[config.mk]
export PLATFORM = sky130hd
export DESIGN_NAME = byte_enable_out_engine
export DESIGN_NICKNAME = d
export VERILOG_FILES = /design/src/inc/byte_enable_out_pkg.sv /design/src/rtl/byte_enable_out_data_store.sv /design/src/rtl/byte_enable_out_engine.sv
export SDC_FILE = /design/constraint.sdc
export NUM_CORES = 1
export LEC_CHECK = 0
export BUFFER_PORTS_ARGS = -buffer_cell sky130_fd_sc_hd__buf_2
export CAP_MARGIN = 20
export CORE_UTILIZATION = 25
export CTS_BUF_LIST = sky130_fd_sc_hd__clkbuf_2
export CTS_CLUSTER_SIZE = 8
export DETAILED_ROUTE_END_ITERATION = 12
export PLACE_DENSITY = 0.43
export SLEW_MARGIN = 10
export SYNTH_ARGS = -nofsm -noshare
export SYNTH_HDL_FRONTEND = slang
export SYNTH_HIERARCHICAL = 1
export SYNTH_SLANG_ARGS = --single-unit
[constraint.sdc]
create_clock -name CORE_CLK -period 4.4 [get_ports CORE_CLK]
set_input_delay 0.88 -clock CORE_CLK [delete_from_list [all_inputs] [get_ports CORE_CLK]]
set_output_delay 0.88 -clock CORE_CLK [all_outputs]
set_load 0.01 [all_outputs]
[src/inc/byte_enable_out_pkg.sv]
// package for the parallel master bus engine: field layouts, encodings, carriers
// assumes one core clock; configuration arrives as plain ports from the cpu side
//
// Functional notes
// - mux select 00 keeps address and data apart
// - mux 01 low address on data pins
// - partial mux adds one address cycle
// - full mux adds low then high address cycles
// - select bits forced zero in muxed high byte
// - one select line shares address high bit 6
// - select bits excluded from address stepping
// - step mode picks increment, decrement or hold
// - address steps once, when operation completes
// - select bits step only when used as address
// - setup waits before strobe
// - strobe waits hold strobe active
// - zero strobe wait disables setup and hold waits
// - hold waits after strobe
// - read of low input starts bus read
// - wide mode read does two bus reads
// - software sees previous read result
// - low input write starts bus write
// - busy set for all cycles but last when strobe wait is zero, else for every cycle
// - requests ignored while busy
// - completion pulse per finished operation, one for both wide beats
// - address muxing only in master modes
// - mode 1 direction plus enable, mode 2 separate strobes
// - low byte first, byte enable on high byte
// - per-pin programmable control polarity, except one shared bit for both address latch pins
package byte_enable_out_pkg;

  localparam logic [1:0] BYTE_ENABLE_OUT_MUX_DEMUX   = 2'h0;
  localparam logic [1:0] BYTE_ENABLE_OUT_MUX_PARTIAL = 2'h1;
  localparam logic [1:0] BYTE_ENABLE_OUT_MUX_FULL    = 2'h2;

  localparam logic [1:0] BYTE_ENABLE_OUT_STEP_NONE   = 2'h0;
  localparam logic [1:0] BYTE_ENABLE_OUT_STEP_INC    = 2'h1;
  localparam logic [1:0] BYTE_ENABLE_OUT_STEP_DEC    = 2'h2;

  localparam logic [1:0] BYTE_ENABLE_OUT_MODE_MASTER1 = 2'h3;
  localparam logic [1:0] BYTE_ENABLE_OUT_MODE_MASTER2 = 2'h2;

  // chip-select function field value that turns address bit 14 into the select line
  localparam logic [1:0] BYTE_ENABLE_OUT_CSF_SELECT  = 2'h2;
  localparam int         BYTE_ENABLE_OUT_SELECT_BIT  = 14;
  localparam logic [15:0] BYTE_ENABLE_OUT_ADDR_RESET = 16'h0000;
  localparam logic [15:0] BYTE_ENABLE_OUT_SEL_MASK   = 16'hC000;

  typedef struct packed {
    logic [1:0] mode;
    logic       wide;
    logic [1:0] step;
    logic [1:0] mux;
    logic [1:0] csf;
    logic       al_pol;
    logic       cs_pol;
    logic       be_pol;
    logic       wr_pol;
    logic       rd_pol;
    logic [1:0] wait_setup;
    logic [3:0] wait_strobe;
    logic [1:0] wait_hold;
  } byte_enable_out_cfg_type;

  typedef struct packed {
    logic read_strobe_out;
    logic write_strobe_out;
    logic byte_enable_out;
    logic port_select_line;
    logic addr_pin_zero;
    logic addr_pin_one;
  } byte_enable_out_ctl_type;

endpackage : byte_enable_out_pkg

[src/rtl/byte_enable_out_data_store.sv]
// input data store: low and high bytes captured from bus reads
// assumes only the engine writes, one byte per cycle
`timescale 1ns/1ps
`default_nettype none
module byte_enable_out_data_store
  import byte_enable_out_pkg::*;
#(
  parameter int WIDTH = 8
)
(
  input  wire logic             clk,
  input  wire logic             rst,
  input  wire logic             wr_en,
  input  wire logic             wr_sel,
  input  wire logic [WIDTH-1:0] wr_data,
  output var  logic [WIDTH-1:0] rd_low,
  output var  logic [WIDTH-1:0] rd_high
);

  logic [WIDTH-1:0] mem [2];

  always_ff @(posedge clk)
  begin
    if (rst)
    begin
      mem[0] <= '0;
      mem[1] <= '0;
    end
    else if (wr_en)
      mem[wr_sel] <= wr_data;
  end

  always_ff @(posedge clk)
  begin
    if (rst)
    begin
      rd_low  <= '0;
      rd_high <= '0;
    end
    else
    begin
      rd_low  <= mem[0];
      rd_high <= mem[1];
    end
  end

endmodule : byte_enable_out_data_store
`default_nettype wire

[src/rtl/byte_enable_out_engine.sv]
// parallel master bus engine: one cpu access of the low input byte runs a bus cycle
// assumes cpu strobes are one-cycle pulses synchronous to CORE_CLK
`timescale 1ns/1ps
`default_nettype none
module byte_enable_out_engine
  import byte_enable_out_pkg::*;
(
  // clock and reset
  input  wire logic         CORE_CLK,
  input  wire logic         SYS_RST,
  // configuration
  input  wire logic         PORT_ENABLE,
  input  wire byte_enable_out_cfg_type CFG,
  // cpu access to input data and address
  input  wire logic         IN_LOW_READ,
  input  wire logic         IN_LOW_WRITE,
  input  wire logic         IN_HIGH_WRITE,
  input  wire logic [7:0]   CPU_WDATA,
  input  wire logic         ADDR_LOAD,
  input  wire logic [15:0]  ADDR_WDATA,
  // status to cpu
  output logic [7:0]        INPUT_DATA_LOW,
  output logic [7:0]        INPUT_DATA_HIGH,
  output logic [15:0]       ADDR_VALUE,
  output logic              BUSY,
  output logic              CYCLE_DONE,
  // bus pins
  input  wire logic [7:0]   DATA_IN,
  output logic [7:0]        DATA_OUT,
  output logic              DATA_OE,
  output logic [15:0]       ADDR_OUT,
  output byte_enable_out_ctl_type      CTL
);

  typedef enum logic [2:0] {S_IDLE, S_ALO, S_AHI, S_SETUP, S_STROBE, S_HOLD} byte_enable_out_state_type;

  byte_enable_out_state_type state;
  byte_enable_out_state_type next_state;
  logic [3:0]     cnt;
  logic           is_read;
  logic           beat;
  logic [15:0]    addr;
  logic [7:0]     out_low;
  logic [7:0]     out_high;
  logic           st_wr_en;
  logic           st_wr_sel;
  logic [7:0]     st_wr_data;
  logic           start;
  logic           master;
  logic           sel_used;
  logic           last_cycle;
  logic           beat_done;
  logic           op_done;

  function automatic byte_enable_out_state_type first_state(input logic [1:0] mux, input logic is_master);
    if (is_master && mux == BYTE_ENABLE_OUT_MUX_PARTIAL)
      return S_ALO;
    else if (is_master && mux == BYTE_ENABLE_OUT_MUX_FULL)
      return S_ALO;
    else if (CFG.wait_strobe != 4'h0)
      return S_SETUP;
    else
      return S_STROBE;
  endfunction : first_state

  assign master   = PORT_ENABLE && CFG.mode[1];
  assign sel_used = CFG.csf == BYTE_ENABLE_OUT_CSF_SELECT;
  assign start    = master && state == S_IDLE && !BUSY && (IN_LOW_READ || IN_LOW_WRITE);
  assign beat_done = state == S_HOLD && cnt == 4'h0;
  assign op_done  = beat_done && (!CFG.wide || beat);

  // state sequencing; setup state skipped and hold wait zeroed when strobe wait is zero
  always_comb
  begin
    next_state = state;
    case (state)
      S_IDLE:   if (start) next_state = first_state(CFG.mux, master);
      S_ALO:    next_state = (CFG.mux == BYTE_ENABLE_OUT_MUX_FULL) ? S_AHI :
                             (CFG.wait_strobe != 4'h0) ? S_SETUP : S_STROBE;
      S_AHI:    next_state = (CFG.wait_strobe != 4'h0) ? S_SETUP : S_STROBE;
      S_SETUP:  if (cnt == 4'h0) next_state = S_STROBE;
      S_STROBE: if (cnt == 4'h0) next_state = S_HOLD;
      S_HOLD:
      begin
        if (cnt == 4'h0)
          next_state = op_done ? S_IDLE : first_state(CFG.mux, master);
      end
      default:  next_state = S_IDLE;
    endcase
  end

  always_ff @(posedge CORE_CLK)
  begin
    if (SYS_RST)
      state <= S_IDLE;
    else
      state <= next_state;
  end

  // wait counter loaded on each phase entry
  always_ff @(posedge CORE_CLK)
  begin
    if (SYS_RST)
      cnt <= 4'h0;
    else if (next_state != state || (state == S_HOLD && cnt == 4'h0))
    begin
      case (next_state)
        S_SETUP:  cnt <= {2'h0, CFG.wait_setup};
        S_STROBE: cnt <= CFG.wait_strobe;
        S_HOLD:   cnt <= (CFG.wait_strobe != 4'h0) ? {2'h0, CFG.wait_hold} : 4'h0;
        default:  cnt <= 4'h0;
      endcase
    end
    else if (cnt != 4'h0)
      cnt <= cnt - 4'h1;
  end

  // operation direction and beat tracking
  always_ff @(posedge CORE_CLK)
  begin
    if (SYS_RST)
    begin
      is_read <= 1'b0;
      beat    <= 1'b0;
    end
    else if (start)
    begin
      is_read <= IN_LOW_READ;
      beat    <= 1'b0;
    end
    // back to the low beat once the operation ends, so a narrow op never leaves the byte enable armed
    else if (beat_done)
      beat <= ~beat && !op_done;
  end

  // busy stays high for every cycle of the operation; with zero strobe wait it drops for the last one
  always_ff @(posedge CORE_CLK)
  begin
    if (SYS_RST)
      BUSY <= 1'b0;
    else
      BUSY <= next_state != S_IDLE && !(next_state == S_HOLD && CFG.wait_strobe == 4'h0
              && (!CFG.wide || beat || beat_done));
  end

  always_ff @(posedge CORE_CLK)
  begin
    if (SYS_RST)
      CYCLE_DONE <= 1'b0;
    else
      CYCLE_DONE <= op_done;
  end

  // address register; stepping happens once at completion
  always_ff @(posedge CORE_CLK)
  begin
    if (SYS_RST)
      addr <= BYTE_ENABLE_OUT_ADDR_RESET;
    else if (ADDR_LOAD && state == S_IDLE)
      addr <= ADDR_WDATA;
    else if (op_done)
    begin
      case (CFG.step)
        BYTE_ENABLE_OUT_STEP_INC:
          addr <= sel_used ? ((addr & BYTE_ENABLE_OUT_SEL_MASK) | ((addr + 16'h1) & ~BYTE_ENABLE_OUT_SEL_MASK))
                           : addr + 16'h1;
        BYTE_ENABLE_OUT_STEP_DEC:
          addr <= sel_used ? ((addr & BYTE_ENABLE_OUT_SEL_MASK) | ((addr - 16'h1) & ~BYTE_ENABLE_OUT_SEL_MASK))
                           : addr - 16'h1;
        default: addr <= addr;
      endcase
    end
  end

  // outgoing bytes latched from the cpu; the high byte only rides the second beat
  always_ff @(posedge CORE_CLK)
  begin
    if (SYS_RST)
    begin
      out_low  <= 8'h00;
      out_high <= 8'h00;
    end
    else
    begin
      if (IN_LOW_WRITE && state == S_IDLE && !BUSY)
        out_low <= CPU_WDATA;
      if (IN_HIGH_WRITE && state == S_IDLE)
        out_high <= CPU_WDATA;
    end
  end

  // captured read data lands in the store; cpu sees it only on a later read
  assign st_wr_en   = master && is_read && state == S_STROBE && cnt == 4'h0;
  assign st_wr_sel  = beat;
  assign st_wr_data = DATA_IN;

  byte_enable_out_data_store #(.WIDTH(8)) u_store (
    .clk     (CORE_CLK),
    .rst     (SYS_RST),
    .wr_en   (st_wr_en),
    .wr_sel  (st_wr_sel),
    .wr_data (st_wr_data),
    .rd_low  (INPUT_DATA_LOW),
    .rd_high (INPUT_DATA_HIGH)
  );

  always_ff @(posedge CORE_CLK)
  begin
    if (SYS_RST)
      ADDR_VALUE <= BYTE_ENABLE_OUT_ADDR_RESET;
    else
      ADDR_VALUE <= addr;
  end

  // pin drive, registered from the next state so pins track the phase exactly
  logic [15:0] addr_hi_masked;
  logic        lat_lo;
  logic        lat_hi;
  logic        strobe_on;
  logic [15:0] next_addr_out;

  always_comb
  begin
    addr_hi_masked = sel_used ? (addr & ~BYTE_ENABLE_OUT_SEL_MASK) : addr;
    lat_lo    = next_state == S_ALO;
    lat_hi    = next_state == S_AHI;
    strobe_on = next_state == S_STROBE;
    next_addr_out = addr;
    if (sel_used)
      next_addr_out[BYTE_ENABLE_OUT_SELECT_BIT] = next_state != S_IDLE;
    if (master && CFG.mux == BYTE_ENABLE_OUT_MUX_PARTIAL)
      next_addr_out[0] = lat_lo;
    if (master && CFG.mux == BYTE_ENABLE_OUT_MUX_FULL)
      next_addr_out[1:0] = {lat_hi, lat_lo};
  end

  always_ff @(posedge CORE_CLK)
  begin
    if (SYS_RST)
    begin
      DATA_OUT <= 8'h00;
      DATA_OE  <= 1'b0;
      ADDR_OUT <= BYTE_ENABLE_OUT_ADDR_RESET;
    end
    else
    begin
      ADDR_OUT <= next_addr_out;
      DATA_OE  <= lat_lo || lat_hi || (!is_read && !start && next_state inside {S_SETUP, S_STROBE, S_HOLD})
                  || (start && IN_LOW_WRITE && !lat_lo);
      if (lat_lo)
        DATA_OUT <= addr[7:0];
      else if (lat_hi)
        DATA_OUT <= addr_hi_masked[15:8];
      else
        DATA_OUT <= (beat ^ beat_done) && CFG.wide ? out_high : (start ? CPU_WDATA : out_low);
    end
  end

  // control pins with polarity; mode 1 shares one pin for direction, one for enable
  logic rd_act;
  logic wr_act;
  logic rw_dir;
  logic active;
  logic dir_read;

  always_comb
  begin
    active   = next_state != S_IDLE;
    dir_read = start ? IN_LOW_READ : is_read;
    rd_act   = 1'b0;
    wr_act   = 1'b0;
    rw_dir   = 1'b0;
    if (CFG.mode == BYTE_ENABLE_OUT_MODE_MASTER2)
    begin
      rd_act = strobe_on && dir_read;
      wr_act = strobe_on && !dir_read;
    end
    else
    begin
      rw_dir = active && dir_read;
      wr_act = strobe_on;
    end
  end

  always_ff @(posedge CORE_CLK)
  begin
    if (SYS_RST)
      CTL <= '0;
    else
    begin
      CTL.read_strobe_out  <= (CFG.mode == BYTE_ENABLE_OUT_MODE_MASTER2 ? rd_act : rw_dir) ^ ~CFG.rd_pol;
      CTL.write_strobe_out <= wr_act ^ ~CFG.wr_pol;
      CTL.byte_enable_out  <= (active && CFG.wide && (beat ^ beat_done)) ^ ~CFG.be_pol;
      CTL.port_select_line <= (sel_used && active) ^ ~CFG.cs_pol;
      CTL.addr_pin_zero    <= lat_lo ^ ~CFG.al_pol;
      CTL.addr_pin_one     <= lat_hi ^ ~CFG.al_pol;
    end
  end

endmodule : byte_enable_out_engine
`default_nettype wire

==> results.txt <==
* Maximum number of pins on one net before global-route repair: between 60 and 70
- At the end of routability-driven placement, the weighted congestion stood at 0.822.
- 126 I/O pins were placed.
- Number of global-route vias before repair: 3,932
- Cell area after technology mapping: around 5200 um^2
- Clk Tree Root Cell: clkbuf_2
- Worst Hold Slack: 0.430 ns
- Fraction of synthesis flops using an asynchronous set or reset pin: 0%
- The Yosys step of the flow raised 6 warnings.
* Seq cells post-synth: 109
- Compared with the post-synthesis result, the final layout area differs by 16.3%.
* Average instance area after synthesis: just over 9 um^2
* Total congestion overflow: 0
- Clock tree from TritonCTS: built
* Average detailed-routed wire length per instance: approximately 15 um
- Worst-Skew Late Latency: between 0.6 and 0.7 ns
- Total via count in the routed design: 4,212
- RSZ-0062 raised after global routing: no
* Maximum level of the CTS H-tree: 3
* Setup violators final: 0
- Setup TNS after final layout: 0 ns
- Crit Path Class: flip-flop to flip-flop
- Among all flip-flop cells after synthesis, the most frequent one is dfxtp_1.
* Wire length of the first global-routing pass: 22,200 um
- # port buffers: ~130
- Clock-pin slew on the worst setup and hold paths: 0.38 ns
* Layout cells sized above 1: a little over a quarter
- The number of antenna violations at the first check in global routing was 1.
- In this run the horizontal extent of the chip is 146 um.
* Maximum fanout along the worst path: 19
- Number of iterations in the first detailed-routing pass: 5
* Placeable core region: 20,300 um^2
- Worst slack, placed: 0.753 ns
- Final non-filler cell total: between 900 and 1k
- Final critical path time including I/O delays and setup: 3.29 ns
- The floorplan step set the die height to between 100 and 150 um.
- In this run the power density over the cells is 542 nW/um^2.
- Counting flops with a built-in enable in the synthesized netlist gives 16.
* Detailed placement HPWL: 10,500 um
* Total of fill cells in the finished design: approximately 2.2k
- Effective utilization at floorplan: 25.5%
* Clock sink count: 109
- Leakage power: 2.63 nW
- Placed cell areas: roughly 5900 um^2
- Vias per cell: 4.54
- The worst setup path is launched from a flip-flop.
- In the global route stage, overall resource usage came out at 13.5%.
- The net count of the finished layout is 716.
- CTS Hold Bufs: 0
* Number of remaining DRC errors: 0
- In the post-route analysis, the smallest setup slack over all paths is 1.11 ns.
- Across the routed clock network, the largest skew measured is 0.0527 ns.
- The share of the Yosys chip area taken by registers is 45.2%.
- In this run, post-CTS repair resized a total of 0 instances.
- Run status: completed
* Die footprint: approximately 21,000 um^2
- Synthesis produced a netlist with a net count of 624.
- Dividing the final minimum period by the clock period gives 74.8%.
* Maximum clock insertion buffer count: 2
* Total wire length after detailed routing: ~14,000 um
* Slew headroom: 41.5%
* Number of hold violations in the final report: 0
* Row count: 52
* Antenna Nets Post-Route: 0
- Derived from the worst setup path, the maximum achievable clock frequency is 304 MHz.
- Path category of the worst min-delay check: primary input to flip-flop
- Max-slew violation total from the final report: 0
* Largest vdd supply drop: 0.192 mV
- Synthesis produced 560 cells.
- Yosys mapped the design onto 68 distinct sky130hd cell types.
- Data on the critical path is required at its endpoint by between 4 and 5 ns.
* Violation count after the first detailed-routing iteration: 184
* Post-CTS Setup Bufs: 0
* Arrival @ worst endpoint: about 3.8 ns
* Actual slew at the worst max-slew pin: 0.876 ns
* Final standard cell area without fillers: ~6000 um^2
- Number of clock buffers inserted by TritonCTS: 9
* Placed Cells incl. Taps: 911
- Max_cap viols: 0
- Critical Path End Type: flip-flop
[cell usage after synthesis (all sizes together) (4+ instances only)]
cell type / number / area [um^2]
a211oi: 30 / 265
a21o: 5 / 45.0
a21oi: 27 / 139
a31oi: 5 / 46.3
and2: 12 / 75.1
and2b: 9 / 67.6
and3: 14 / 88.8
buf: 29 / 220
clkbuf: 20 / 75.1
dfxtp: 93 / 1860
edfxtp: 16 / 480
inv: 10 / 37.5
mux2i: 20 / 200
nand2: 50 / 190
nand2b: 6 / 37.5
nand3: 13 / 65.1
nand4: 5 / 31.3
nor2: 72 / 287
nor2b: 26 / 163
nor3: 9 / 50.1
nor3b: 5 / 53.8
o21ai: 13 / 65.1
o22ai: 4 / 31.3
or3: 5 / 36.3
xnor2: 7 / 68.8
xor2: 17 / 149
[critical path, cell delays in order (launching register included)]
cell       delay [ns]
dfxtp_1          0.85
and4bb_2         0.34
o211ai_1         0.10
buf_4            0.26
or3_4            0.17
o2111ai_2        0.32
or3_1            0.77
nor2_1           0.26
a211oi_2         0.07
[cell families (layout without fill, tap and decap cells)]
| logic type | after synthesis | after routing | synth area share (%) |
|---|---|---|---|
| adder cells (fa/ha/maj) | 3 | 3 | 0.725 |
| AND/OR/NAND/NOR | 239 | 239 | 24.5 |
| AO/OA/AOI/OAI | 106 | 106 | 15.1 |
| XOR/XNOR | 24 | 24 | 4.20 |
| multiplexers | 20 | 20 | 3.86 |
| flip-flops | 109 | 109 | 45.2 |
| other | 0 | 1 | 0 |
| buffers and inverters | 59 | 156 | 6.42 |
[final timing paths]
path / startpoint / endpoint / slack, ns / cells after the start
worst max-delay path: state[0] / DATA_OUT[3] / 1.11 / 8
worst min-delay path: ADDR_WDATA[1] / addr[1] / 0.43 / 3
worst max register to register: state[0] / DATA_OUT[3] / 1.11 / 8
worst min register to register: out_high[0] / out_high[0] / 0.47 / 2
[sequential cells by signal (all words and copies together) (netlist names)]
signal / flops
ADDR_VALUE: 16
addr: 16
u_store/mem: 16
DATA_OUT: 8
out_high: 8
out_low: 8
u_store/rd_high: 8
u_store/rd_low: 8
CTL: 6
cnt: 4
ADDR_OUT: 3
state: 3
BUSY: 1
CYCLE_DONE: 1
DATA_OE: 1
beat: 1
is_read: 1
[power breakdown]
group	switching [mW]	leakage (nW)	total, mW	internal [mW]
logic	0.805	1.62	1.37	0.564
registers	0.200	0.930	1.39	1.19
clock network	0.398	0.0788	0.501	0.103
[layer usage]
metal / part of all wire [%] / track usage, % / vias to the layer above
li1: - / - / 2116
met1: 48 / 17.9 / 1962
met2: 46 / 21.6 / 119
met3: 5.2 / 3.48 / 15
met4: 1.6 / 3.53 / 0
met5: 0 / 0 / -
[layout make-up]
class	count	area (um^2)	share of cell area (%)
multi-input cells	392	2500	41.6
flip-flops and latches	109	2340	38.9
repair buffers	130	666	11.0
well taps	270	338	5.61
clock inverters	7	88.8	1.47
clock buffers	9	45.0	0.748
inverters	10	37.5	0.623
diodes	1	2.50	0.0415
[through the flow]
step                utilization (%)  total power [mW]
floorplan                         -              2.49
global placement               29.0              2.78
detailed placement             29.0              2.80
CTS                            29.7              3.31
global route                   29.7              3.50
finish                         29.7              3.26
[layout by cell type, fill, tap and decap left out, drive strengths merged, types with 6 or more instances in the layout]
master    n
a211oi   30
nor2b    26
nand3    13
nand2    50
nor3      9
and2     12
a21oi    27
xnor2     7
and2b     9
mux2i    20
nor2     72
buf     130
xor2     17
o21ai    13
nand2b    6
inv      13
dfxtp    93
edfxtp   16
clkbuf    9
and3     14
Power figures use the tool's default switching activity.
